File: config.mk
export PLATFORM = sky130hd
export DESIGN_NAME = cmol_core
export DESIGN_NICKNAME = d
export VERILOG_FILES = /design/src/core/cmol_pkg.sv /design/src/core/cmol_tick_if.sv /design/src/core/cmol_tick_gen.sv /design/src/core/cmol_pulse_chk.sv /design/src/core/cmol_core.sv
export SDC_FILE = /design/constraint.sdc
export NUM_CORES = 1
export LEC_CHECK = 0
export ABC_AREA = 1
export BUFFER_PORTS_ARGS = -buffer_cell sky130_fd_sc_hd__buf_2
export CORE_MARGIN = 1.5
export CORE_UTILIZATION = 60
export CTS_CLUSTER_SIZE = 25
export DETAILED_ROUTE_END_ITERATION = 6
export GPL_ROUTABILITY_DRIVEN = 0
export PLACE_DENSITY = 0.82
export SLEW_MARGIN = 40
export SYNTH_ARGS = -nofsm -noshare
export SYNTH_HDL_FRONTEND = slang
export SYNTH_SLANG_ARGS = --single-unit
File: constraint.sdc
create_clock -name pclk -period 4.5 [get_ports pclk]
set_input_delay 0.45 -clock pclk [delete_from_list [all_inputs] [get_ports pclk]]
set_output_delay 0.45 -clock pclk [all_outputs]
set_load 0.01 [all_outputs]
File: src/core/cmol_pkg.sv
// constants, register map and lookup tables of the conveyor muting
// override block; assumes one 250 MHz clock and a 1 ms execution cycle
package cmol_pkg;
  // clock and execution cycle
  localparam int unsigned CLK_MHZ       = 250;
  localparam int unsigned EXEC_US       = 1000;
  localparam int unsigned EXEC_CYC_DEF  = CLK_MHZ * EXEC_US;
  localparam int unsigned EXEC_MS       = EXEC_US / 1000;
  // durations in ms and in execution ticks
  localparam int unsigned OVR_MIN_A_MS  = 100;
  localparam int unsigned OVR_MIN_B_MS  = 350;
  localparam int unsigned OVR_MAX_MS    = 3000;
  localparam int unsigned BLINK_HALF_MS = 250;
  localparam int unsigned BELT_EXT_MS   = 5000;
  localparam logic [11:0] OVR_MIN_A_TK  = 12'(OVR_MIN_A_MS / EXEC_MS);
  localparam logic [11:0] OVR_MIN_B_TK  = 12'(OVR_MIN_B_MS / EXEC_MS);
  localparam logic [11:0] OVR_MAX_TK    = 12'(OVR_MAX_MS / EXEC_MS);
  localparam logic [8:0]  BLINK_TK      = 9'(BLINK_HALF_MS / EXEC_MS);
  localparam logic [22:0] BELT_EXT_TK   = 23'(BELT_EXT_MS / EXEC_MS);
  // total muting time choices, in ticks, and permitted override cycles
  localparam int unsigned TMT_N         = 10;
  localparam logic [3:0]  TMT_UNLIM     = 4'h9;
  localparam logic [22:0] TMT_TK [TMT_N] = '{
    23'h001388, 23'h002710, 23'h004e20, 23'h007530, 23'h00ea60,
    23'h0493e0, 23'h0dbba0, 23'h1b7740, 23'h36ee80, 23'h000000};
  localparam logic [8:0]  OVR_LIM [TMT_N] = '{
    9'h168, 9'h168, 9'h0b4, 9'h078, 9'h03c,
    9'h00c, 9'h005, 9'h005, 9'h005, 9'h005};
  // register map
  localparam logic [11:0] ADDR_CFG      = 12'h000;
  localparam logic [11:0] ADDR_STAT     = 12'h004;
  localparam logic [11:0] ADDR_CMD      = 12'h008;
  localparam int unsigned CFG_MIN_BIT   = 0;
  localparam int unsigned CFG_TMT_LSB   = 1;
  localparam int unsigned CFG_BELT_BIT  = 5;
  localparam logic [5:0]  CFG_RST       = 6'h20;
  localparam int unsigned STAT_CNT_LSB  = 16;
  localparam int unsigned CMD_RUN_BIT   = 0;
  typedef logic [8:0] cmol_cnt_t;
endpackage

File: src/core/cmol_tick_if.sv
// execution tick, blink and override-valid signals shared by the
// block's own modules; all on pclk
`timescale 1ns/1ps
interface cmol_tick_if;
  logic tick;
  logic blink;
  logic ovr_ok;
  logic min_sel;
  modport gen  (output tick, output blink);
  modport pchk (input tick, input min_sel, output ovr_ok);
  modport core (input tick, input blink, input ovr_ok, output min_sel);
endinterface

File: src/core/cmol_tick_gen.sv
// execution-cycle divider and 2 Hz blink source
// assumes pclk at the package rate
`timescale 1ns/1ps
module cmol_tick_gen #(
  parameter int unsigned EXEC_CYC = cmol_pkg::EXEC_CYC_DEF
) (
  // clock and reset
  input  wire logic pclk,
  input  wire logic presetn,
  // tick and blink
  cmol_tick_if.gen  tif
);
  logic [31:0] div_ff;
  logic [8:0]  blk_ff;
  logic        tick_ff;
  logic        blink_ff;

  assign tif.tick  = tick_ff;
  assign tif.blink = blink_ff;

  always_ff @(posedge pclk or negedge presetn) begin
    if (!presetn) begin
      div_ff  <= 32'h0;
      tick_ff <= 1'b0;
    end else begin
      tick_ff <= (div_ff == 32'(EXEC_CYC - 1));
      div_ff  <= (div_ff == 32'(EXEC_CYC - 1)) ? 32'h0 : div_ff + 32'h1;
    end
  end

  always_ff @(posedge pclk or negedge presetn) begin
    if (!presetn) begin
      blk_ff   <= 9'h0;
      blink_ff <= 1'b0;
    end else if (tick_ff) begin
      if (blk_ff == cmol_pkg::BLINK_TK - 9'h1) begin
        blk_ff   <= 9'h0;
        blink_ff <= ~blink_ff;
      end else begin
        blk_ff <= blk_ff + 9'h1;
      end
    end
  end
endmodule // cmol_tick_gen

File: src/core/cmol_pulse_chk.sv
// measures the high time of the synchronised override level
// in execution ticks and flags a valid pulse on its falling edge
`timescale 1ns/1ps
module cmol_pulse_chk (
  // clock and reset
  input  wire logic pclk,
  input  wire logic presetn,
  // synchronised override level
  input  wire logic ovr_lvl,
  // tick in, valid pulse out
  cmol_tick_if.pchk tif
);
  logic [11:0] hi_ff;
  logic        lvl_ff;
  logic        ok_ff;
  logic [11:0] min_tk;

  assign min_tk     = tif.min_sel ? cmol_pkg::OVR_MIN_B_TK
                                  : cmol_pkg::OVR_MIN_A_TK;
  assign tif.ovr_ok = ok_ff;

  always_ff @(posedge pclk or negedge presetn) begin
    if (!presetn) begin
      hi_ff  <= 12'h0;
      lvl_ff <= 1'b0;
      ok_ff  <= 1'b0;
    end else begin
      lvl_ff <= ovr_lvl;
      ok_ff  <= lvl_ff && !ovr_lvl && hi_ff >= min_tk
                && hi_ff <= cmol_pkg::OVR_MAX_TK;
      if (!ovr_lvl)
        hi_ff <= 12'h0;
      else if (tif.tick && hi_ff <= cmol_pkg::OVR_MAX_TK)
        hi_ff <= hi_ff + 12'h1;
    end
  end
endmodule // cmol_pulse_chk

File: src/core/cmol_core.sv
// conveyor muting override, belt stop and output status logic
// sensors, curtain, override and belt arrive as pins; the sequencer
// supplies its verdicts on pclk and reads the hold and tick outputs
`timescale 1ns/1ps
module cmol_core #(
  parameter int unsigned EXEC_CYC = cmol_pkg::EXEC_CYC_DEF
) (
  // clock and reset
  input  wire logic        pclk,
  input  wire logic        presetn,
  // apb slave
  input  wire logic [11:0] paddr,
  input  wire logic        psel,
  input  wire logic        penable,
  input  wire logic        pwrite,
  input  wire logic [31:0] pwdata,
  input  wire logic [3:0]  pstrb,
  output logic             pready,
  output logic [31:0]      prdata,
  output logic             pslverr,
  // pins
  input  wire logic [3:0]  sens_pin,
  input  wire logic        curtain_safe_outputs,
  input  wire logic        ovr_pin,
  input  wire logic        belt_pin,
  // sequencer verdicts
  input  wire logic        seq_mute_valid,
  input  wire logic        seq_error,
  input  wire logic [3:0]  seq_fault_mask,
  // sequencer controls
  output logic             mon_hold,
  output logic             sim_tick,
  output logic             gap_tick,
  // outputs
  output logic             mute_status,
  output logic             mute_lamp,
  output logic             mute_error,
  output logic             release_out,
  output logic             ovr_required
);
  typedef enum logic [2:0] {
    F_IDLE = 3'b001,
    F_WHI  = 3'b010,
    F_WLO  = 3'b100
  } cmol_fst_e;

  cmol_tick_if tif ();

  logic [6:0]        s1_ff, s2_ff;
  logic [5:0]        cfg_ff;
  logic              arm_ff, run_cmd;
  cmol_fst_e         fst_ff;
  logic [3:0]        fmask_ff;
  logic              req_on_ff, shot_ff, pend_ff, ovr_act_ff;
  logic              err_ff, mute_act_ff, belt_prev_ff, ext_ff;
  logic [22:0]       tmt_ff;
  cmol_pkg::cmol_cnt_t cnt_ff;
  logic              stat_ff, lamp_ff, rel_ff, oreq_ff;
  logic              hold_ff, stk_ff, gtk_ff;
  logic              rdy_ff, err_bus_ff;
  logic [31:0]       rd_ff;

  logic [3:0]  sens;
  logic        curtain, belt, any_sens, clr_cond, req_cond, run;
  logic        ovr_start, cyc_done, tmt_exp, fault_now;
  logic [3:0]  tmt_idx;
  logic [8:0]  lim;
  logic [22:0] tmt_lim;
  logic        acc, hit;
  logic [31:0] rdata;

  cmol_tick_gen #(.EXEC_CYC(EXEC_CYC)) cmol_tick_gen_i (
    .pclk    (pclk),
    .presetn (presetn),
    .tif     (tif.gen)
  );

  cmol_pulse_chk cmol_pulse_chk_i (
    .pclk    (pclk),
    .presetn (presetn),
    .ovr_lvl (s2_ff[5]),
    .tif     (tif.pchk)
  );

  // pin synchronisers
  always_ff @(posedge pclk or negedge presetn) begin
    if (!presetn) begin
      s1_ff <= 7'h0;
      s2_ff <= 7'h0;
    end else begin
      s1_ff <= {belt_pin, ovr_pin, curtain_safe_outputs, sens_pin};
      s2_ff <= s1_ff;
    end
  end

  assign sens     = s2_ff[3:0];
  assign curtain  = s2_ff[4];
  assign belt     = s2_ff[6];
  assign any_sens = |sens;
  assign clr_cond = !any_sens && curtain;
  assign req_cond = !stat_ff && any_sens && !curtain && !rel_ff;
  assign run      = belt || !cfg_ff[cmol_pkg::CFG_BELT_BIT];
  assign tif.min_sel = cfg_ff[cmol_pkg::CFG_MIN_BIT];
  assign tmt_idx  = (cfg_ff[cmol_pkg::CFG_TMT_LSB +: 4] > cmol_pkg::TMT_UNLIM)
                    ? cmol_pkg::TMT_UNLIM : cfg_ff[cmol_pkg::CFG_TMT_LSB +: 4];
  assign lim      = cmol_pkg::OVR_LIM[tmt_idx];
  assign tmt_lim  = cmol_pkg::TMT_TK[tmt_idx]
                    + (ext_ff ? cmol_pkg::BELT_EXT_TK : 23'h0);
  assign tmt_exp  = (tmt_idx != cmol_pkg::TMT_UNLIM) && tmt_ff >= tmt_lim;
  assign ovr_start = tif.tick && req_on_ff && (pend_ff || tif.ovr_ok)
                     && cnt_ff <= lim;
  assign cyc_done = tif.tick && mute_act_ff && !seq_mute_valid && !err_ff;
  assign fault_now = (fst_ff == F_IDLE) && (|seq_fault_mask);

  // apb access
  assign acc     = psel && penable && rdy_ff;
  assign hit     = paddr == cmol_pkg::ADDR_CFG || paddr == cmol_pkg::ADDR_STAT
                   || paddr == cmol_pkg::ADDR_CMD;
  assign run_cmd = acc && pwrite && paddr == cmol_pkg::ADDR_CMD
                   && pstrb[0] && pwdata[cmol_pkg::CMD_RUN_BIT];

  always_comb begin
    rdata = 32'h0;
    unique case (paddr)
      cmol_pkg::ADDR_CFG:  rdata = {26'h0, cfg_ff};
      cmol_pkg::ADDR_STAT: rdata = {7'h0, cnt_ff, 10'h0, ovr_act_ff,
                                    oreq_ff, rel_ff, err_ff, lamp_ff,
                                    stat_ff};
      default:             rdata = 32'h0;
    endcase
  end

  always_ff @(posedge pclk or negedge presetn) begin
    if (!presetn) begin
      rdy_ff     <= 1'b0;
      rd_ff      <= 32'h0;
      err_bus_ff <= 1'b0;
    end else begin
      rdy_ff     <= psel && penable && !rdy_ff;
      rd_ff      <= (psel && penable && !rdy_ff && !pwrite) ? rdata : 32'h0;
      err_bus_ff <= psel && penable && !rdy_ff && !hit;
    end
  end

  always_ff @(posedge pclk or negedge presetn) begin
    if (!presetn)
      cfg_ff <= cmol_pkg::CFG_RST;
    else if (acc && pwrite && paddr == cmol_pkg::ADDR_CFG && pstrb[0])
      cfg_ff <= pwdata[5:0];
  end

  // sensor fault tracking
  always_ff @(posedge pclk or negedge presetn) begin
    if (!presetn) begin
      fst_ff   <= F_IDLE;
      fmask_ff <= 4'h0;
    end else if (tif.tick) begin
      unique case (fst_ff)
        F_IDLE: if (|seq_fault_mask) begin
          fst_ff   <= F_WHI;
          fmask_ff <= seq_fault_mask;
        end
        F_WHI: if ((sens & fmask_ff) == fmask_ff) fst_ff <= F_WLO;
        F_WLO: if ((sens & fmask_ff) == 4'h0) fst_ff <= F_IDLE;
        default: fst_ff <= F_IDLE;
      endcase
    end
  end

  // override request and cycle
  always_ff @(posedge pclk or negedge presetn) begin
    if (!presetn) begin
      req_on_ff  <= 1'b0;
      shot_ff    <= 1'b0;
      ovr_act_ff <= 1'b0;
    end else if (tif.tick) begin
      req_on_ff <= req_cond && fst_ff == F_IDLE && !fault_now;
      shot_ff   <= req_cond && fault_now;
      if (ovr_start)
        ovr_act_ff <= 1'b1;
      else if (clr_cond || seq_mute_valid)
        ovr_act_ff <= 1'b0;
    end
  end

  always_ff @(posedge pclk or negedge presetn) begin
    if (!presetn)
      pend_ff <= 1'b0;
    else if (tif.ovr_ok)
      pend_ff <= req_on_ff;
    else if (tif.tick)
      pend_ff <= 1'b0;
  end

  // override cycle counter
  always_ff @(posedge pclk or negedge presetn) begin
    if (!presetn) begin
      cnt_ff <= 9'h0;
      arm_ff <= 1'b1;
    end else begin
      if (cyc_done && arm_ff)
        cnt_ff <= 9'h0;
      else if (tif.tick && req_cond && fst_ff == F_IDLE && !fault_now
               && !req_on_ff && cnt_ff != 9'h1ff)
        cnt_ff <= cnt_ff + 9'h1;
      if (run_cmd)
        arm_ff <= 1'b1;
      else if (cyc_done)
        arm_ff <= 1'b0;
    end
  end

  // muting error, set wins over clear
  always_ff @(posedge pclk or negedge presetn) begin
    if (!presetn)
      err_ff <= 1'b0;
    else if (tif.tick) begin
      if ((seq_error && !ovr_act_ff) || tmt_exp)
        err_ff <= 1'b1;
      else if (clr_cond || ovr_start)
        err_ff <= 1'b0;
    end
  end

  // total muting timer with belt pause
  always_ff @(posedge pclk or negedge presetn) begin
    if (!presetn) begin
      mute_act_ff  <= 1'b0;
      belt_prev_ff <= 1'b1;
      ext_ff       <= 1'b0;
      tmt_ff       <= 23'h0;
    end else if (tif.tick) begin
      mute_act_ff  <= seq_mute_valid;
      belt_prev_ff <= run;
      if (!mute_act_ff && !ovr_act_ff) begin
        tmt_ff <= 23'h0;
        ext_ff <= 1'b0;
      end else begin
        if (run && !tmt_exp)
          tmt_ff <= tmt_ff + 23'h1;
        if (run && !belt_prev_ff)
          ext_ff <= 1'b1;
      end
    end
  end

  // registered outputs
  always_ff @(posedge pclk or negedge presetn) begin
    if (!presetn) begin
      stat_ff <= 1'b0;
      lamp_ff <= 1'b0;
      rel_ff  <= 1'b0;
      oreq_ff <= 1'b0;
      hold_ff <= 1'b0;
      stk_ff  <= 1'b0;
      gtk_ff  <= 1'b0;
    end else begin
      stat_ff <= (mute_act_ff || ovr_act_ff) && !err_ff;
      lamp_ff <= ((mute_act_ff || ovr_act_ff) && !err_ff) || ovr_act_ff
                 || (req_on_ff && tif.blink);
      rel_ff  <= (mute_act_ff || ovr_act_ff || curtain) && !err_ff;
      oreq_ff <= (req_on_ff && tif.blink) || shot_ff;
      hold_ff <= ovr_act_ff;
      stk_ff  <= tif.tick && run;
      gtk_ff  <= tif.tick;
    end
  end

  assign pready       = rdy_ff;
  assign prdata       = rd_ff;
  assign pslverr      = err_bus_ff;
  assign mon_hold     = hold_ff;
  assign sim_tick     = stk_ff;
  assign gap_tick     = gtk_ff;
  assign mute_status  = stat_ff;
  assign mute_lamp    = lamp_ff;
  assign mute_error   = err_ff;
  assign release_out  = rel_ff;
  assign ovr_required = oreq_ff;
endmodule // cmol_core

; Yosys cells after proc, flatten, opt, wreduce, memory -nomap -nowiden
; Memories as Yosys holds them, arrays and structs flattened.
; Index checks and enable logic that the tools add are counted.
; Widths: inputs -> output; s select.
[totals]
input_bits = 66
rom_bits = 512
out_inout_bits = 42
regBits = 166
memories = 2
elab_cells = 186
[op_classes]
bitwise = 3
n_eq_ne = 14
magnitude_cmp = 6
mux = 31
reduce_logical = 91
n_addsub = 6
[memory_table]
columns = name, depth, width, read_ports, rd_ports_with_merged_regs, wr, line
row1 = (name not given), 16, 23, 1, 0, 0, cmol_core.sv:107  ; assign tmt_lim = cmol_pkg::TMT_TK[tmt_idx]
row2 = (name not given), 16, 9, 1, 0, 0, cmol_core.sv:106  ; assign lim = cmol_pkg::OVR_LIM[tmt_idx];
[op_table]
columns = cell, n
row1 = $mux 23, 4
row2 = $mux 32, 2
row3 = $mux 9, 6
row4 = $pmux 25 s2, 1
row5 = $logic_and 1x1->1, 44
row6 = $add 32x1->32 const B, 1
row7 = $eq 32x18->1 const B, 1
row8 = $mux 12, 2
row9 = $add 23x1->23 const B, 1
row10 = $add 23x13->23, 1
row11 = $ge 23x23->1, 1
row12 = $add 9x1->9 const B, 2
row13 = $logic_not 1->1, 17
row14 = $reduce_bool 2->1, 7
row15 = $mux 13, 1
row16 = $add 12x1->12 const B, 1
row17 = $eq 12x3->1 const B, 1
row18 = $eq 12x4->1 const B, 1
row19 = $ge 12x12->1, 1
row20 = $le 12x12->1 const B, 1
row21 = $logic_not 12->1, 1
row22 = $logic_or 1x1->1, 12
row23 = $mux 1, 10
row24 = $reduce_and 2->1, 5
row25 = other kinds (22), 27

; Logic depth before layout (Yosys ltp)
[depth]
word_depth = 13
depth_mapped = 33
mapped_depth_nobuf = 31

; By module
; From an unflattened synthesis, not the netlist that was laid out.
[hier_totals]
cells_unflattened = 1279
area_unflattened_um2 = 9395.3
[by_module_without_submodules]
columns = module, seq_area_each_um2, instances, area_each_um2, cells_per_inst
row1 = cmol_core, 2307.2, 1, 5829.3, 765
row2 = cmol_tick_gen, 1076.0, 1, 2514.9, 359
row3 = cmol_pulse_chk, 350.3, 1, 1051.0, 155

; Worst setup path before layout
; OpenSTA, ideal clock, no wires.
[synth_timing]
path_kind = reg-to-reg
startpoint = register cfg_ff[4]
endpoint = register tmt_ff[21]
path_slack_ns = 0.679
setup_ns = 0.117
t_arrival_ns = 3.704
path_stages_with_launch = 28
path_buffers = 2
period_less_slack_ns = 3.821
required_ns = 4.383
cell_sequence = dfrtp_1 -> buf_6 -> nor2_1 -> inv_1 -> ha_1 -> or2_2 -> a31oi_1 -> ha_1 -> inv_1 -> nor3_1 -> or2_2 -> nand3_1 -> nand2_1 -> nand2_1 -> nand2_1 -> ha_1 -> nand2_1 -> nor2_1 -> nand2_1 -> nor2_1 -> nand2_1 -> nand3_1 -> nand2_2 -> nand2_2 -> nand2_2 -> buf_6 -> nand2_1 -> nand2_1
[synth_between]
elab_chain_cells = 13
elab_cells_between_ends = 14
classes_between = 1 x add/sub / 2 x order compare / 1 x eq/ne / 3 x mux / 1 x bitwise / 5 x reduce/logical / 1 x memory
[synth_rtl]
columns = element, line
row1 = start: declaration, cmol_core.sv:50  ; logic [5:0] cfg_ff;
row2 = start signal: assignment, cmol_core.sv:147  ; cfg_ff <= cmol_pkg::CFG_RST;
row3 = start signal: assignment, cmol_core.sv:149  ; cfg_ff <= pwdata[5:0];
row4 = $gt 4x4->1, cmol_core.sv:104  ; assign tmt_idx = (cfg_ff[cmol_pkg::CFG_TMT_LSB +: 4] > cmol_pkg::TMT_UNLIM)
row5 = $mux 4 (*), cmol_core.sv:105  ; ? cmol_pkg::TMT_UNLIM : cfg_ff[cmol_pkg::CFG_TMT_LSB +: 4];
row6 = $not 4->5 (not written as such), cmol_core.sv:107
row7 = $mem_v2 16x23, n/a
row8 = $mux 23 (not written as such) (2 in series), cmol_core.sv:107
row9 = $add 23x13->23, cmol_core.sv:108  ; + (ext_ff ? cmol_pkg::BELT_EXT_TK : 23'h0);
row10 = $ge 23x23->1, cmol_core.sv:109  ; assign tmt_exp = (tmt_idx != cmol_pkg::TMT_UNLIM) && tmt_ff >= tmt_lim;
row11 = $logic_and 1x1->1 (*), cmol_core.sv:109
row12 = $logic_not 1->1 (*), cmol_core.sv:239  ; if (run && !tmt_exp)
row13 = $logic_and 1x1->1 (*), cmol_core.sv:239
row14 = $reduce_bool 2->1 (no line) (*), n/a
row15 = $reduce_and 2->1 (no line) (*), n/a
row16 = end signal: assignment, cmol_core.sv:240  ; tmt_ff <= tmt_ff + 23'h1;
row17 = end: declaration, cmol_core.sv:56  ; logic [22:0] tmt_ff;
; Every way passes the cells marked *; elsewhere a longest branch is shown, timed or not. The select of a mux whose other input is x is not followed.
; A chain may end at the register's enable or synchronous reset.

; Final worst setup path
[layout_timing]
startpoint = register cfg_ff[4]
endpoint = register tmt_ff[2]
; Same word-level chain as after synthesis.

==> summary.txt <==
Logic synthesis
  • FFs w/ async S/R, synth: 1.00
  • Netlist Area Pre-Place: ~0.0095 mm2
  • Synth top area cells: dfrtp_1, nand2_1, ha_1, inv_1, nor2_1
  • Area share of the largest cell type after synthesis: 0.383
  • Synthesized area per cell: 7.67 um2
  • Synth Flop Type: dfrtp_1
  • Cells after Synth: 1236
  • Post-synth EDFFs: 0
  • Yosys warns: 0
  • Distinct cells, synth: 47
  • Register area share after synthesis: 0.394
  • #FFs+latches synth: around 150
  • Largest area contributor in the netlist: dfrtp_1

Routing
  • Vias per cell: approximately 5.6
  • Routed via count: roughly 8500
  • DRC: 0
  • Routed wire length per instance: 14.6 um
  • Met3 WL: 1.35 mm
  • Initial DRT Pass Iterations: 6
  • Antenna-violating nets left: 0
  • Metal2 WL: between 10 and 15 mm
  • DRT Wirelength: approximately 22 mm
  • Initial DRC count: between 600 and 700
  • Highest metal used: met4
  • DRT met1 WL: slightly above 9 mm

Worst setup path
  • Most used cell, CP: nand2_1
  • Max incr delay on CP: between 0.4 and 0.5 ns
  • Worst Path Max Fanout: 14
  • Data arrival, critical path: 4.53 ns
  • Crit start category: flip-flop
  • CP required: between 4 and 5 ns
  • CP Class: flip-flop to flip-flop
  • Setup crit end kind: flip-flop
  • Slowest CP cell: dfrtp_1
  • Reg2Reg Launch Point: cfg_ff[4]
  • CP startpoint: cfg_ff[4]

Timing
  • Clock Skew: between 0.01 and 0.015 ns
  • Worst setup margin: around 0.33 ns
  • Max Freq: about 0.24 GHz
  • Sum Neg Setup Slack: 0 ns
  • Count of final max-slew check failures: 0
  • Worst Tran Pin Value: 0.878 ns
  • Final Hold Violating Endpoints: 0
  • Unrepaired setup endpoints after global routing: no
  • Final setup vio count: 0
  • Final period util: 0.927
  • Rel. slew slack: 0.414
  • Minimum clock period: about 4.2 ns

Clock tree
  • CTS buffer count: 17
  • Sink Count: roughly 150
  • Clock-pin slew on the worst setup and hold paths: around 0.060 ns
  • Max clock buf depth: 2
  • Clock Latency Late Sink: 0.43 ns
  • Clk root buf: clkbuf_16
  • CTS tree: done
  • H-tree lvl count: 4

Pwr
  • VDD IR max: ~350 uV
  • Leakage power: approximately 0.0052 uW
  • Total Power: roughly 2900 uW
  • Power Dens Cells: 274 mW/mm2

Floorplan
  • Die ar.: ~0.017 mm2
  • # rows: 45
  • I/O pin cnt: between 100 and 150
  • Die Width: ~130 um
  • Chip height: 129 um
  • Placeable core region: 0.0153 mm2
  • Initial Utilization: 0.619

Global route
  • Grt ovf: 0
  • Total track usage: 0.280
  • Initial antenna violation count: 0
  • Vias in the first global route: a little over 8000
  • First-pass GRT wire length: 37.1 mm
  • Largest net degree at the start of global routing: ~120

Placement
  • Detailed-placement wirelength estimate: 15.7 mm
  • Port buffer count: 61
  • Placed Instance Area: between 0.009 and 0.01 mm2
  • Pre-CTS setup slack: ~0.13 ns

Worst hold path
  • Hold/Removal Path Class: input pin to flip-flop
  • Hold_sp: sens_pin[2]

Finish
  • Antenna diode instance count: 0
  • Core Util, Final: 0.695
  • Nets: about 1400
  • Commonest cells after routing, fill and taps aside: nand2_1, dfrtp_1, inv_1, nor2_1, nand3_1
  • Finished Cell Area: approximately 0.011 mm2
  • Area Overhead vs Synth: 12.3%
  • Most common cell after layout, fill and taps aside: nand2_1
  • Share of layout cells above drive strength 1: 0.131

Outcome
  • Outcome: completed

Job
  • Max-cap violation count: 0
cells by family after synthesis:
logic type               synth area share
AND/OR/NAND/NOR                     0.325
other                            0.000792
XOR/XNOR                           0.0573
adder cells (fa/ha/maj)            0.0726
flip-flops                          0.394
buffers and inverters              0.0887
AO/OA/AOI/OAI                      0.0619
per-layer routing:
layer | track usage | up-vias
li1 | - | 4121
met1 | 0.351 | 4018
met2 | 0.478 | 352
met3 | 0.0565 | 57
met4 | 0.106 | 0
met5 | 0 | -
where the power goes:
group / switching (uW) / leakage (uW) / internal (uW)
sequential: 5.73 / 0.00191 / 1350
clock: 602 / 0.000294 / 891
combinational: 50.3 / 0.00302 / 21.3
state kept, by name (all words and copies together) (netlist names), 3 cells and up:
register,count
prdata,15
cmol_tick_gen_i.blk_ff,9
s2_ff,7
tmt_ff,23
cmol_pulse_chk_i.hi_ff,12
fmask_ff,4
cmol_tick_gen_i.div_ff,32
cnt_ff,9
s1_ff,7
fst_ff,3
cfg_ff,6
worst max-delay path, delay by kind of cell (launching register included):
kind / cells / cell delay (ns)
and+or+nand+nor: 17 / 2.05
DFF: 1 / 0.48
AOI/OAI and AO/OA: 2 / 0.40
buffers and inverters: 3 / 0.35
adders and majority gates: 3 / 0.82
cell usage after synthesis, types with 5 or more instances:
| library cell | count |
|---|---|
| nand2_1 | 286 |
| dfrtp_1 | 145 |
| inv_1 | 142 |
| nor2_1 | 137 |
| nand3_1 | 97 |
| ha_1 | 55 |
| nor3_1 | 49 |
| xor2_1 | 48 |
| o21ai_0 | 43 |
| nand4_1 | 36 |
| a21oi_1 | 29 |
| buf_4 | 21 |
| nor4_1 | 17 |
| xnor2_1 | 14 |
| clkbuf_1 | 10 |
| nand2_2 | 10 |
| inv_2 | 9 |
| nor2_2 | 8 |
| o22ai_1 | 8 |
| nor2_4 | 7 |
| or2_2 | 7 |
| nand3b_1 | 5 |
metrics by stage:
stage	instances	hold WS, ns
CTS	1525	0.122
global route	1529	0.111
detailed placement	1493	0.335
global placement	1493	0.333
finish	1529	0.127
floorplan	1252	0.154
final cells by class:
class                   instances  area, um2
multi-input cells             911       5000
clock inverters                14        195
flip-flops and latches        149       3730
fillers                      1245       4680
clock buffers                  18        429
repair buffers                 73        432
well taps                     211        264
inverters                     153        582
worst paths after layout:
path	endpoint	depth (start not counted)	slack [ns]
max in group asynchronous	cfg_ff[5]	3	3.12
setup / recovery	tmt_ff[2]	25	0.33
hold reg to reg	s2_ff[6]	0	0.35
min in group asynchronous	cmol_pulse_chk_i.hi_ff[10]	2	0.55
hold / removal	s1_ff[2]	1	0.13
setup reg to reg	tmt_ff[2]	25	0.33
what timing repair did:
action | CTS | global route
setup endpoints to repair | 0 | 21
buffers inserted | 0 | 2
resized for setup | 0 | 10
hold buffers | 0 | 1
endpoints found under the hold margin | 0 | 17
Note: power is estimated with default switching activity, not from simulation.
